### src/mii_port_consts.svh
// timing and coding constants for the mii port ends
`ifndef MII_PORT_CONSTS_SVH
`define MII_PORT_CONSTS_SVH
`define CLK_FREQ_KHZ      100000
`define MII_FAST_FREQ_KHZ 25000
`define MII_SLOW_FREQ_KHZ 2500
// half periods of the mii clock in system clocks
`define MII_FAST_HALF     ((`CLK_FREQ_KHZ / `MII_FAST_FREQ_KHZ) / 2)
`define MII_SLOW_HALF     ((`CLK_FREQ_KHZ / `MII_SLOW_FREQ_KHZ) / 2)
`define SYM_J             5'h18
`define SYM_K             5'h11
`define SYM_T             5'h0d
`define SYM_R             5'h07
`define SYM_HALT          5'h04
`define SYM_IDLE          5'h1f
`define PHY_ADDR_TRI      5'h00
`endif

### src/mii_port_pkg.sv
// shared types for the mii port ends
package mii_port_pkg;
    typedef logic [3:0] nibble_t;
    typedef logic [4:0] symbol_t;
    typedef enum logic [2:0] {
        RX_IDLE = 3'b001,
        RX_GOTJ = 3'b010,
        RX_DATA = 3'b100
    } rx_state_e;
endpackage : mii_port_pkg

### src/mii_link_if.sv
// mii signals between phy port and mac end
`timescale 1ns/1ns
`default_nettype none
interface mii_link_if;
    logic       rxclk;
    logic       rxdv;
    logic       rxer;
    logic [3:0] rxd;
    logic       rx_out_en;
    logic       receive_tristate_request;
    logic       txclk;
    logic       txen;
    logic       txer;
    logic [3:0] txd;
    modport phy (output rxclk, output rxdv, output rxer, output rxd, output rx_out_en,
                 input receive_tristate_request, output txclk, input txen, input txer, input txd);
    modport mac (input rxclk, input rxdv, input rxer, input rxd, input rx_out_en,
                 output receive_tristate_request, input txclk, output txen, output txer, output txd);
endinterface : mii_link_if
`default_nettype wire

### src/mii_phy_port.sv
// phy end of the mii: receive framing, rx tri-state, tx clock and symbol encode
//
// Contract
// - rxdv rises after /J/K/ recovered
// - rxdv drops on /T/R/ or error
// - rxdv changes only with rxclk
// - rxer on errors within valid frame (code: 100 mb/s only, and rxdv drops in the same rxclk)
// - rxer on false carrier (code: 100 mb/s only)
// - rxer changes only with rxclk
// - tri-state request high disables receive drivers
// - phy address 00 acts as tri-state
// - txclk 2.5 or 25 mhz
// - txd0 is nibble lsb
// - txd sampled on rising txclk with txen
// - mac holds txen only with data
// - transmit starts when txen seen
// - transmit stops after txen drops
// - 10 mb/s ignores txer
// - 100 mb/s txer sends halt symbol
// - test bit selects alternate symbol
// - rxd lsb first, with rxclk
// - rxclk 2.5 or 25 mhz
`timescale 1ns/1ns
`default_nettype none
`include "mii_port_consts.svh"
module mii_phy_port
    import mii_port_pkg::*;
(
    input  wire logic    clk,
    input  wire logic    rstn,
    input  wire logic    clk_en,
    input  wire logic    speed_100,
    input  wire logic [4:0] phy_addr,
    input  wire logic    invalid_code_test,
    input  wire symbol_t alt_symbol,
    // received code groups from the pma, one per nibble time
    input  wire logic    rx_sym_valid,
    input  wire symbol_t rx_sym,
    output logic         rx_sym_ready,
    // encoded transmit code groups toward the pma
    output symbol_t      tx_sym_q,
    output logic         tx_sym_valid_q,
    output logic         tx_active_q,
    mii_link_if.phy      link
);

    ////////////////////////////////////////////////////////////////////////////
    // mii clock divider, shared by rx and tx
    logic [4:0] div_q;
    logic       mclk_q;
    logic [4:0] half;
    assign half = speed_100 ? 5'(`MII_FAST_HALF) : 5'(`MII_SLOW_HALF);
    always_ff @(posedge clk or negedge rstn) begin
        if (!rstn) begin
            div_q  <= 5'h00;
            mclk_q <= 1'b0;
        end else if (clk_en) begin
            if (div_q >= half - 5'h01) begin
                div_q  <= 5'h00;
                mclk_q <= ~mclk_q;
            end else begin
                div_q <= div_q + 5'h01;
            end
        end
    end
    logic mclk_rise;
    logic mclk_fall;
    assign mclk_rise = clk_en && !mclk_q && (div_q >= half - 5'h01);
    assign mclk_fall = clk_en && mclk_q && (div_q >= half - 5'h01);
    assign link.txclk = mclk_q;
    assign link.rxclk = mclk_q;

    ////////////////////////////////////////////////////////////////////////////
    // tri-state request crossing from the mac, two flops before use
    logic tri_s1_q;
    logic tri_s2_q;
    always_ff @(posedge clk or negedge rstn) begin
        if (!rstn) begin
            tri_s1_q <= 1'b1;
            tri_s2_q <= 1'b1;
        end else if (clk_en) begin
            tri_s1_q <= link.receive_tristate_request;
            tri_s2_q <= tri_s1_q;
        end
    end
    // released rx pins keep only one phy on a shared bus
    assign link.rx_out_en = !(tri_s2_q || phy_addr == `PHY_ADDR_TRI);

    ////////////////////////////////////////////////////////////////////////////
    // two-entry skid buffer between pma symbols and the rx framer
    symbol_t    buf_q [2];
    logic [1:0] cnt_q;
    logic       rd_ptr_q;
    logic       wr_ptr_q;
    logic       pop;
    logic       push;
    assign rx_sym_ready = (cnt_q != 2'h2);
    assign push = clk_en && rx_sym_valid && rx_sym_ready;
    assign pop  = mclk_fall && (cnt_q != 2'h0);
    always_ff @(posedge clk or negedge rstn) begin
        if (!rstn) begin
            cnt_q    <= 2'h0;
            rd_ptr_q <= 1'b0;
            wr_ptr_q <= 1'b0;
        end else begin
            if (push) wr_ptr_q <= ~wr_ptr_q;
            if (pop) rd_ptr_q <= ~rd_ptr_q;
            cnt_q <= cnt_q + 2'(push) - 2'(pop);
        end
    end
    always_ff @(posedge clk) begin
        if (push) buf_q[wr_ptr_q] <= rx_sym;
    end

    ////////////////////////////////////////////////////////////////////////////
    // 4b/5b data decode; invalid codes flag an error
    function automatic logic [4:0] decode(input symbol_t s);
        logic [4:0] r;
        r = 5'h10;
        unique case (s)
            5'h1e: r = 5'h00; 5'h09: r = 5'h01; 5'h14: r = 5'h02; 5'h15: r = 5'h03;
            5'h0a: r = 5'h04; 5'h0b: r = 5'h05; 5'h0e: r = 5'h06; 5'h0f: r = 5'h07;
            5'h12: r = 5'h08; 5'h13: r = 5'h09; 5'h16: r = 5'h0a; 5'h17: r = 5'h0b;
            5'h1a: r = 5'h0c; 5'h1b: r = 5'h0d; 5'h1c: r = 5'h0e; 5'h1d: r = 5'h0f;
            default: r = 5'h10;
        endcase
        return r;
    endfunction : decode

    ////////////////////////////////////////////////////////////////////////////
    // rx framer: all rx outputs update on the falling mii edge, stable at rise
    rx_state_e  rx_q;
    logic       rxdv_q;
    logic       rxer_q;
    nibble_t    rxd_q;
    logic       prev_t_q;
    symbol_t    cur;
    logic [4:0] dec;
    assign cur = buf_q[rd_ptr_q];
    assign dec = decode(cur);
    always_ff @(posedge clk or negedge rstn) begin
        if (!rstn) begin
            rx_q     <= RX_IDLE;
            rxdv_q   <= 1'b0;
            rxer_q   <= 1'b0;
            rxd_q    <= 4'h0;
            prev_t_q <= 1'b0;
        end else if (pop) begin
            rxer_q   <= 1'b0;
            prev_t_q <= 1'b0;
            unique case (rx_q)
                RX_IDLE: begin
                    rxdv_q <= 1'b0;
                    if (cur == `SYM_J) begin
                        rx_q <= RX_GOTJ;
                    end else if (speed_100 && cur != `SYM_IDLE) begin
                        rxer_q <= 1'b1; // false carrier
                        rxd_q  <= 4'he;
                    end
                end
                RX_GOTJ: begin
                    if (cur == `SYM_K) begin
                        rx_q   <= RX_DATA;
                        rxdv_q <= 1'b1;
                        rxd_q  <= 4'h5;
                    end else begin
                        rx_q   <= RX_IDLE;
                        rxer_q <= speed_100;
                        rxd_q  <= 4'he; // lost delimiter reads as false carrier
                    end
                end
                RX_DATA: begin
                    if (cur == `SYM_T) begin
                        prev_t_q <= 1'b1;
                    end else if (prev_t_q && cur == `SYM_R) begin
                        rx_q   <= RX_IDLE;
                        rxdv_q <= 1'b0;
                    end else if (dec[4]) begin
                        rx_q   <= RX_IDLE;
                        rxdv_q <= 1'b0;
                        rxer_q <= speed_100;
                    end else begin
                        rxd_q <= dec[3:0];
                    end
                end
                default: rx_q <= RX_IDLE;
            endcase
        end
    end
    assign link.rxdv = rxdv_q;
    assign link.rxer = rxer_q;
    assign link.rxd  = rxd_q; // bit 0 is lsb

    ////////////////////////////////////////////////////////////////////////////
    // tx pin synchronisers
    logic [5:0] tx_s1_q;
    logic [5:0] tx_s2_q;
    always_ff @(posedge clk or negedge rstn) begin
        if (!rstn) begin
            tx_s1_q <= 6'h00;
            tx_s2_q <= 6'h00;
        end else if (clk_en) begin
            tx_s1_q <= {link.txer, link.txen, link.txd};
            tx_s2_q <= tx_s1_q;
        end
    end

    // 4b/5b data encode
    function automatic symbol_t encode(input nibble_t n);
        symbol_t t [16];
        t = '{5'h1e, 5'h09, 5'h14, 5'h15, 5'h0a, 5'h0b, 5'h0e, 5'h0f,
              5'h12, 5'h13, 5'h16, 5'h17, 5'h1a, 5'h1b, 5'h1c, 5'h1d};
        return t[n];
    endfunction : encode

    ////////////////////////////////////////////////////////////////////////////
    // tx sampling; two-flop sync delay equals the 25 mhz mii half period, short only against the 2.5 mhz one
    always_ff @(posedge clk or negedge rstn) begin
        if (!rstn) begin
            tx_sym_q       <= `SYM_IDLE;
            tx_sym_valid_q <= 1'b0;
            tx_active_q    <= 1'b0;
        end else if (clk_en) begin
            tx_sym_valid_q <= 1'b0;
            if (mclk_rise) begin
                tx_active_q    <= tx_s2_q[4];
                tx_sym_valid_q <= tx_s2_q[4];
                if (!tx_s2_q[4]) begin
                    tx_sym_q <= `SYM_IDLE;
                end else if (speed_100 && tx_s2_q[5]) begin
                    tx_sym_q <= invalid_code_test ? alt_symbol : `SYM_HALT;
                end else begin
                    tx_sym_q <= encode(tx_s2_q[3:0]);
                end
            end
        end
    end
endmodule : mii_phy_port
`default_nettype wire

### src/flat_wrapper.sv
// flat-port wrapper written by rule: the top's interface ports become plain ports
module mii_phy_port_flat import mii_port_pkg::*;
  (clk, rstn, clk_en, speed_100, phy_addr, invalid_code_test, alt_symbol, rx_sym_valid, rx_sym, rx_sym_ready, tx_sym_q, tx_sym_valid_q, tx_active_q, link_rxclk, link_rxdv, link_rxer, link_rxd, link_rx_out_en, link_receive_tristate_request, link_txclk, link_txen, link_txer, link_txd);
  mii_link_if link_i ();
  input  wire logic clk;
  input  wire logic rstn;
  input  wire logic clk_en;
  input  wire logic speed_100;
  input  wire logic [4:0] phy_addr;
  input  wire logic invalid_code_test;
  input  wire symbol_t alt_symbol;
  input  wire logic rx_sym_valid;
  input  wire symbol_t rx_sym;
  output logic rx_sym_ready;
  output symbol_t tx_sym_q;
  output logic tx_sym_valid_q;
  output logic tx_active_q;
  output wire logic [$bits(link_i.rxclk)-1:0] link_rxclk;
  output wire logic [$bits(link_i.rxdv)-1:0] link_rxdv;
  output wire logic [$bits(link_i.rxer)-1:0] link_rxer;
  output wire logic [$bits(link_i.rxd)-1:0] link_rxd;
  output wire logic [$bits(link_i.rx_out_en)-1:0] link_rx_out_en;
  input wire logic [$bits(link_i.receive_tristate_request)-1:0] link_receive_tristate_request;
  output wire logic [$bits(link_i.txclk)-1:0] link_txclk;
  input wire logic [$bits(link_i.txen)-1:0] link_txen;
  input wire logic [$bits(link_i.txer)-1:0] link_txer;
  input wire logic [$bits(link_i.txd)-1:0] link_txd;
  assign link_rxclk = link_i.rxclk;
  assign link_rxdv = link_i.rxdv;
  assign link_rxer = link_i.rxer;
  assign link_rxd = link_i.rxd;
  assign link_rx_out_en = link_i.rx_out_en;
  assign link_i.receive_tristate_request = link_receive_tristate_request;
  assign link_txclk = link_i.txclk;
  assign link_i.txen = link_txen;
  assign link_i.txer = link_txer;
  assign link_i.txd = link_txd;
  mii_phy_port u_core (.clk(clk), .rstn(rstn), .clk_en(clk_en), .speed_100(speed_100), .phy_addr(phy_addr), .invalid_code_test(invalid_code_test), .alt_symbol(alt_symbol), .rx_sym_valid(rx_sym_valid), .rx_sym(rx_sym), .rx_sym_ready(rx_sym_ready), .tx_sym_q(tx_sym_q), .tx_sym_valid_q(tx_sym_valid_q), .tx_active_q(tx_active_q), .link(link_i));
endmodule
### config.mk
export PLATFORM = sky130hd
export DESIGN_NAME = mii_phy_port_flat
export DESIGN_NICKNAME = d
export VERILOG_FILES = /design/src/mii_port_pkg.sv /design/src/mii_link_if.sv /design/src/mii_phy_port.sv /design/src/flat_wrapper.sv
export VERILOG_INCLUDE_DIRS = /design/src
export SDC_FILE = /design/constraint.sdc
export NUM_CORES = 1
export LEC_CHECK = 0
export ABC_CLOCK_PERIOD_IN_PS = 3400
export BUFFER_PORTS_ARGS = -buffer_cell sky130_fd_sc_hd__buf_2
export CAP_MARGIN = 5
export CELL_PAD_IN_SITES_DETAIL_PLACEMENT = 0
export CELL_PAD_IN_SITES_GLOBAL_PLACEMENT = 2
export CORE_UTILIZATION = 37
export DETAILED_ROUTE_END_ITERATION = 8
export GPL_TIMING_DRIVEN = 1
export PLACE_DENSITY = 0.78
export SLEW_MARGIN = 20
export SYNTH_ARGS = -nofsm -noshare
export SYNTH_HDL_FRONTEND = slang
export SYNTH_SLANG_ARGS = --single-unit
### constraint.sdc
create_clock -name clk -period 3.4 [get_ports clk]
set_input_delay 0 -clock clk [delete_from_list [all_inputs] [get_ports clk]]
set_output_delay 0 -clock clk [all_outputs]
set_load 0.05 [all_outputs]
==> metrics.cfg <==
[global_route]
grt_pass1_wl_mm=9.522
grt.overflow.total=0
antenna_found_initial=0
grt_pass1_vias=2015
grt_max_degree=42
grt.total_usage=0.1655

[logic_synthesis]
synth-seq-cells=51
netlist_top_cells_area=dfrtp_1, edfxtp_1, dfstp_2, mux2_2, ha_1
yosysUniqueCellTypes=53
synth_top_area_frac=0.3088
synth.net_count=266
synthTopCellsByCount=dfrtp_1, nand2_1, nor2_1
netlist_area_um2=2674
async_flop_share=0.8039
netlist_instances=230
yosysSeqAreaShare=0.4998
synth_top_area_cell=dfrtp_1
synth_flop_cell=dfrtp_1
yosysWarnings=0
syn_avg_cell_area_um2=11.63
synth.most_common_cell=dfrtp_1
synth_edf_count=10

[timing]
rsz0062_at_grt=false
clock.fmax_mhz=368.0
timing.final.hold_violations=0
finalCritPeriodShare=0.7993
min_period_ps=2717
tns_ps=0
skew_ps=7.107
setup-violations-final=0
drv_slew=0
setup_ws_ps=682.5
worst-slew-pin-transition_ps=896.9
max_slew_margin=0.4021

[pwr]
p_total_mw=2.460
power_density_nw_per_um2=754.3
vdd_drop_max_mv=0.2872
total_leakage_power_nw=1.367

[floorplanning]
fp.dieH_um=87.01
coreArea_um2=6869
die-area_um2=7571
core.rowCount=30
start_util=0.3893
io_pins=45
die_w_um=87.01

[worst_setup_path]
cp.arrival_ps=2960
r2r_slack_ps=680
crit_type=flip-flop to flip-flop
cp_data_required_time_ps=3640
critPathLaunchType=flip-flop
end_kind=flip-flop
crit_fanout=6

[route]
drcViolationCount=0
antenna_left=0
drt_iter0_markers=65
post_drt_wl_per_cell_um=14.15
dr.pass1.iters=4
viasPerCell=5.028
vias=1951
wl_mm=5.491

[placement]
gp_congestion=0.7802
pre_cts_slack_ps=686.4
place_area_um2=2984
port-buffer-count=44
dp_hpwl_mm=3.968

[clock_network]
clk_latency_ps=310
clk_pin_slew_ps=100
clockBufferDepth=2
cts-root-buf=clkbuf_8
cts_tree=done
cts_made_buffers=5
cts_resized=0
htreeDepth=2
clock-sinks=51

[run]
cap_violations=0

[final_layout]
syn_to_final_growth_pct=21.95
diodes=0
drive_above_1_share=0.3185
finalNetCount=327
finalInstanceArea_um2=3261

[worst_hold_path]
hold_class=primary input to flip-flop

[run_status]
status=completed

[worst max-delay path, stage by stage (launching register included)]
cell and delay, ps:
dfrtp_1 440, ha_1 290, a2111o_1 420, a21oi_1 400, nor2_1 260, ha_1 340
inv_1 40, ha_1 170, xnor2_1 160, xnor2_1 130
[layout make-up]
type,instances,area (um^2)
multi-input combinational,162,1262
inverter,10,37.54
tap,96,120.1
timing repair buffer,61,387.9
fill,661,3608
clock inverter,3,47.55
sequential,51,1336
clock buffer,5,68.82
[cell families (layout without fill, tap and decap cells)]
logic type / after synthesis / count (layout) / synth area share
and+or+nand+nor: 65 / 65 / 0.1240
muxes: 26 / 26 / 0.1189
xor gates and xnor gates: 8 / 8 / 0.02621
buffers and inverters: 17 / 79 / 0.02807
adders and majority gates: 8 / 8 / 0.03744
AOI/OAI and AO/OA: 55 / 55 / 0.1656
DFF: 51 / 51 / 0.4998
[cells in the final DEF (no fill, tap or decap), types with 4 or more instances in the layout]
cell type | netlist | layout
mux2i_1 | 4 | 4
o21ai_0 | 11 | 11
inv_1 | 9 | 9
mux2_2 | 14 | 14
o311ai_0 | 4 | 4
xnor2_1 | 5 | 5
a21oi_1 | 8 | 8
nand3_1 | 8 | 8
dfrtp_1 | 33 | 33
nand2_1 | 19 | 19
edfxtp_1 | 10 | 10
dlygate4sd3_1 | 0 | 16
ha_1 | 8 | 8
nand2b_1 | 5 | 5
a41oi_1 | 4 | 4
nor2_1 | 16 | 16
buf_2 | 0 | 44
clkbuf_8 | 0 | 5
dfstp_2 | 8 | 8
[state kept, by name, indices dropped and copies added, names as in the netlist, 2 cells and up]
signal / flops
u_core.link.rxd: 4
u_core.cnt_q: 2
u_core.buf_q: 10
u_core.div_q: 5
u_core.rx_q: 3
u_core.tx_s1_q: 6
u_core.tx_s2_q: 6
u_core.tx_sym_q: 5
[what timing repair did]
action / CTS / global route
buffers inserted: 0 / 0
hold buffers: 16 / 0
hold endpoints to repair: 53 / 0
[where the power goes]
group | leakage [nW] | internal (mW) | switching (mW)
Clock | 0.0587 | 0.223 | 0.218
Sequential | 0.586 | 0.806 | 0.160
Combinational | 0.722 | 0.385 | 0.667
[routing by layer]
layer | wire length [um] | vias to the layer above | GRT usage
li1 | - | 963 | -
met1 | 2500 | 940 | 0.2006
met2 | 2705 | 39 | 0.2849
met3 | 209 | 9 | 0.04739
met4 | 76 | 0 | 0.05000
met5 | 0 | - | 0
[through the flow]
| step | utilization | instances | hold slack, ps |
|---|---|---|---|
| final | 0.4747 | 388 | 61.25 |
| after global routing | 0.4747 | 388 | 91.01 |
| after CTS | 0.4747 | 388 | 49.62 |
| after detailed placement | 0.4344 | 364 | 195.8 |
| after global placement | 0.4344 | 364 | 193.1 |
| after floorplan | - | 230 | -295.6 |
[worst paths after layout]
kind / from / endpoint / cells after the start
worst max-delay path: u_core.div_q[1] / u_core.cnt_q[1] / 9
worst min-delay path: alt_symbol[0] / u_core.tx_sym_q[0] / 5
worst max register to register: u_core.div_q[1] / u_core.cnt_q[1] / 9
worst min register to register: u_core.tx_s1_q[1] / u_core.tx_s2_q[1] / 2
max in group asynchronous: rstn / u_core.link.rxd[3] / 2
min in group asynchronous: rstn / u_core.tx_sym_valid_q / 2
Power figures use the tool's default switching activity.
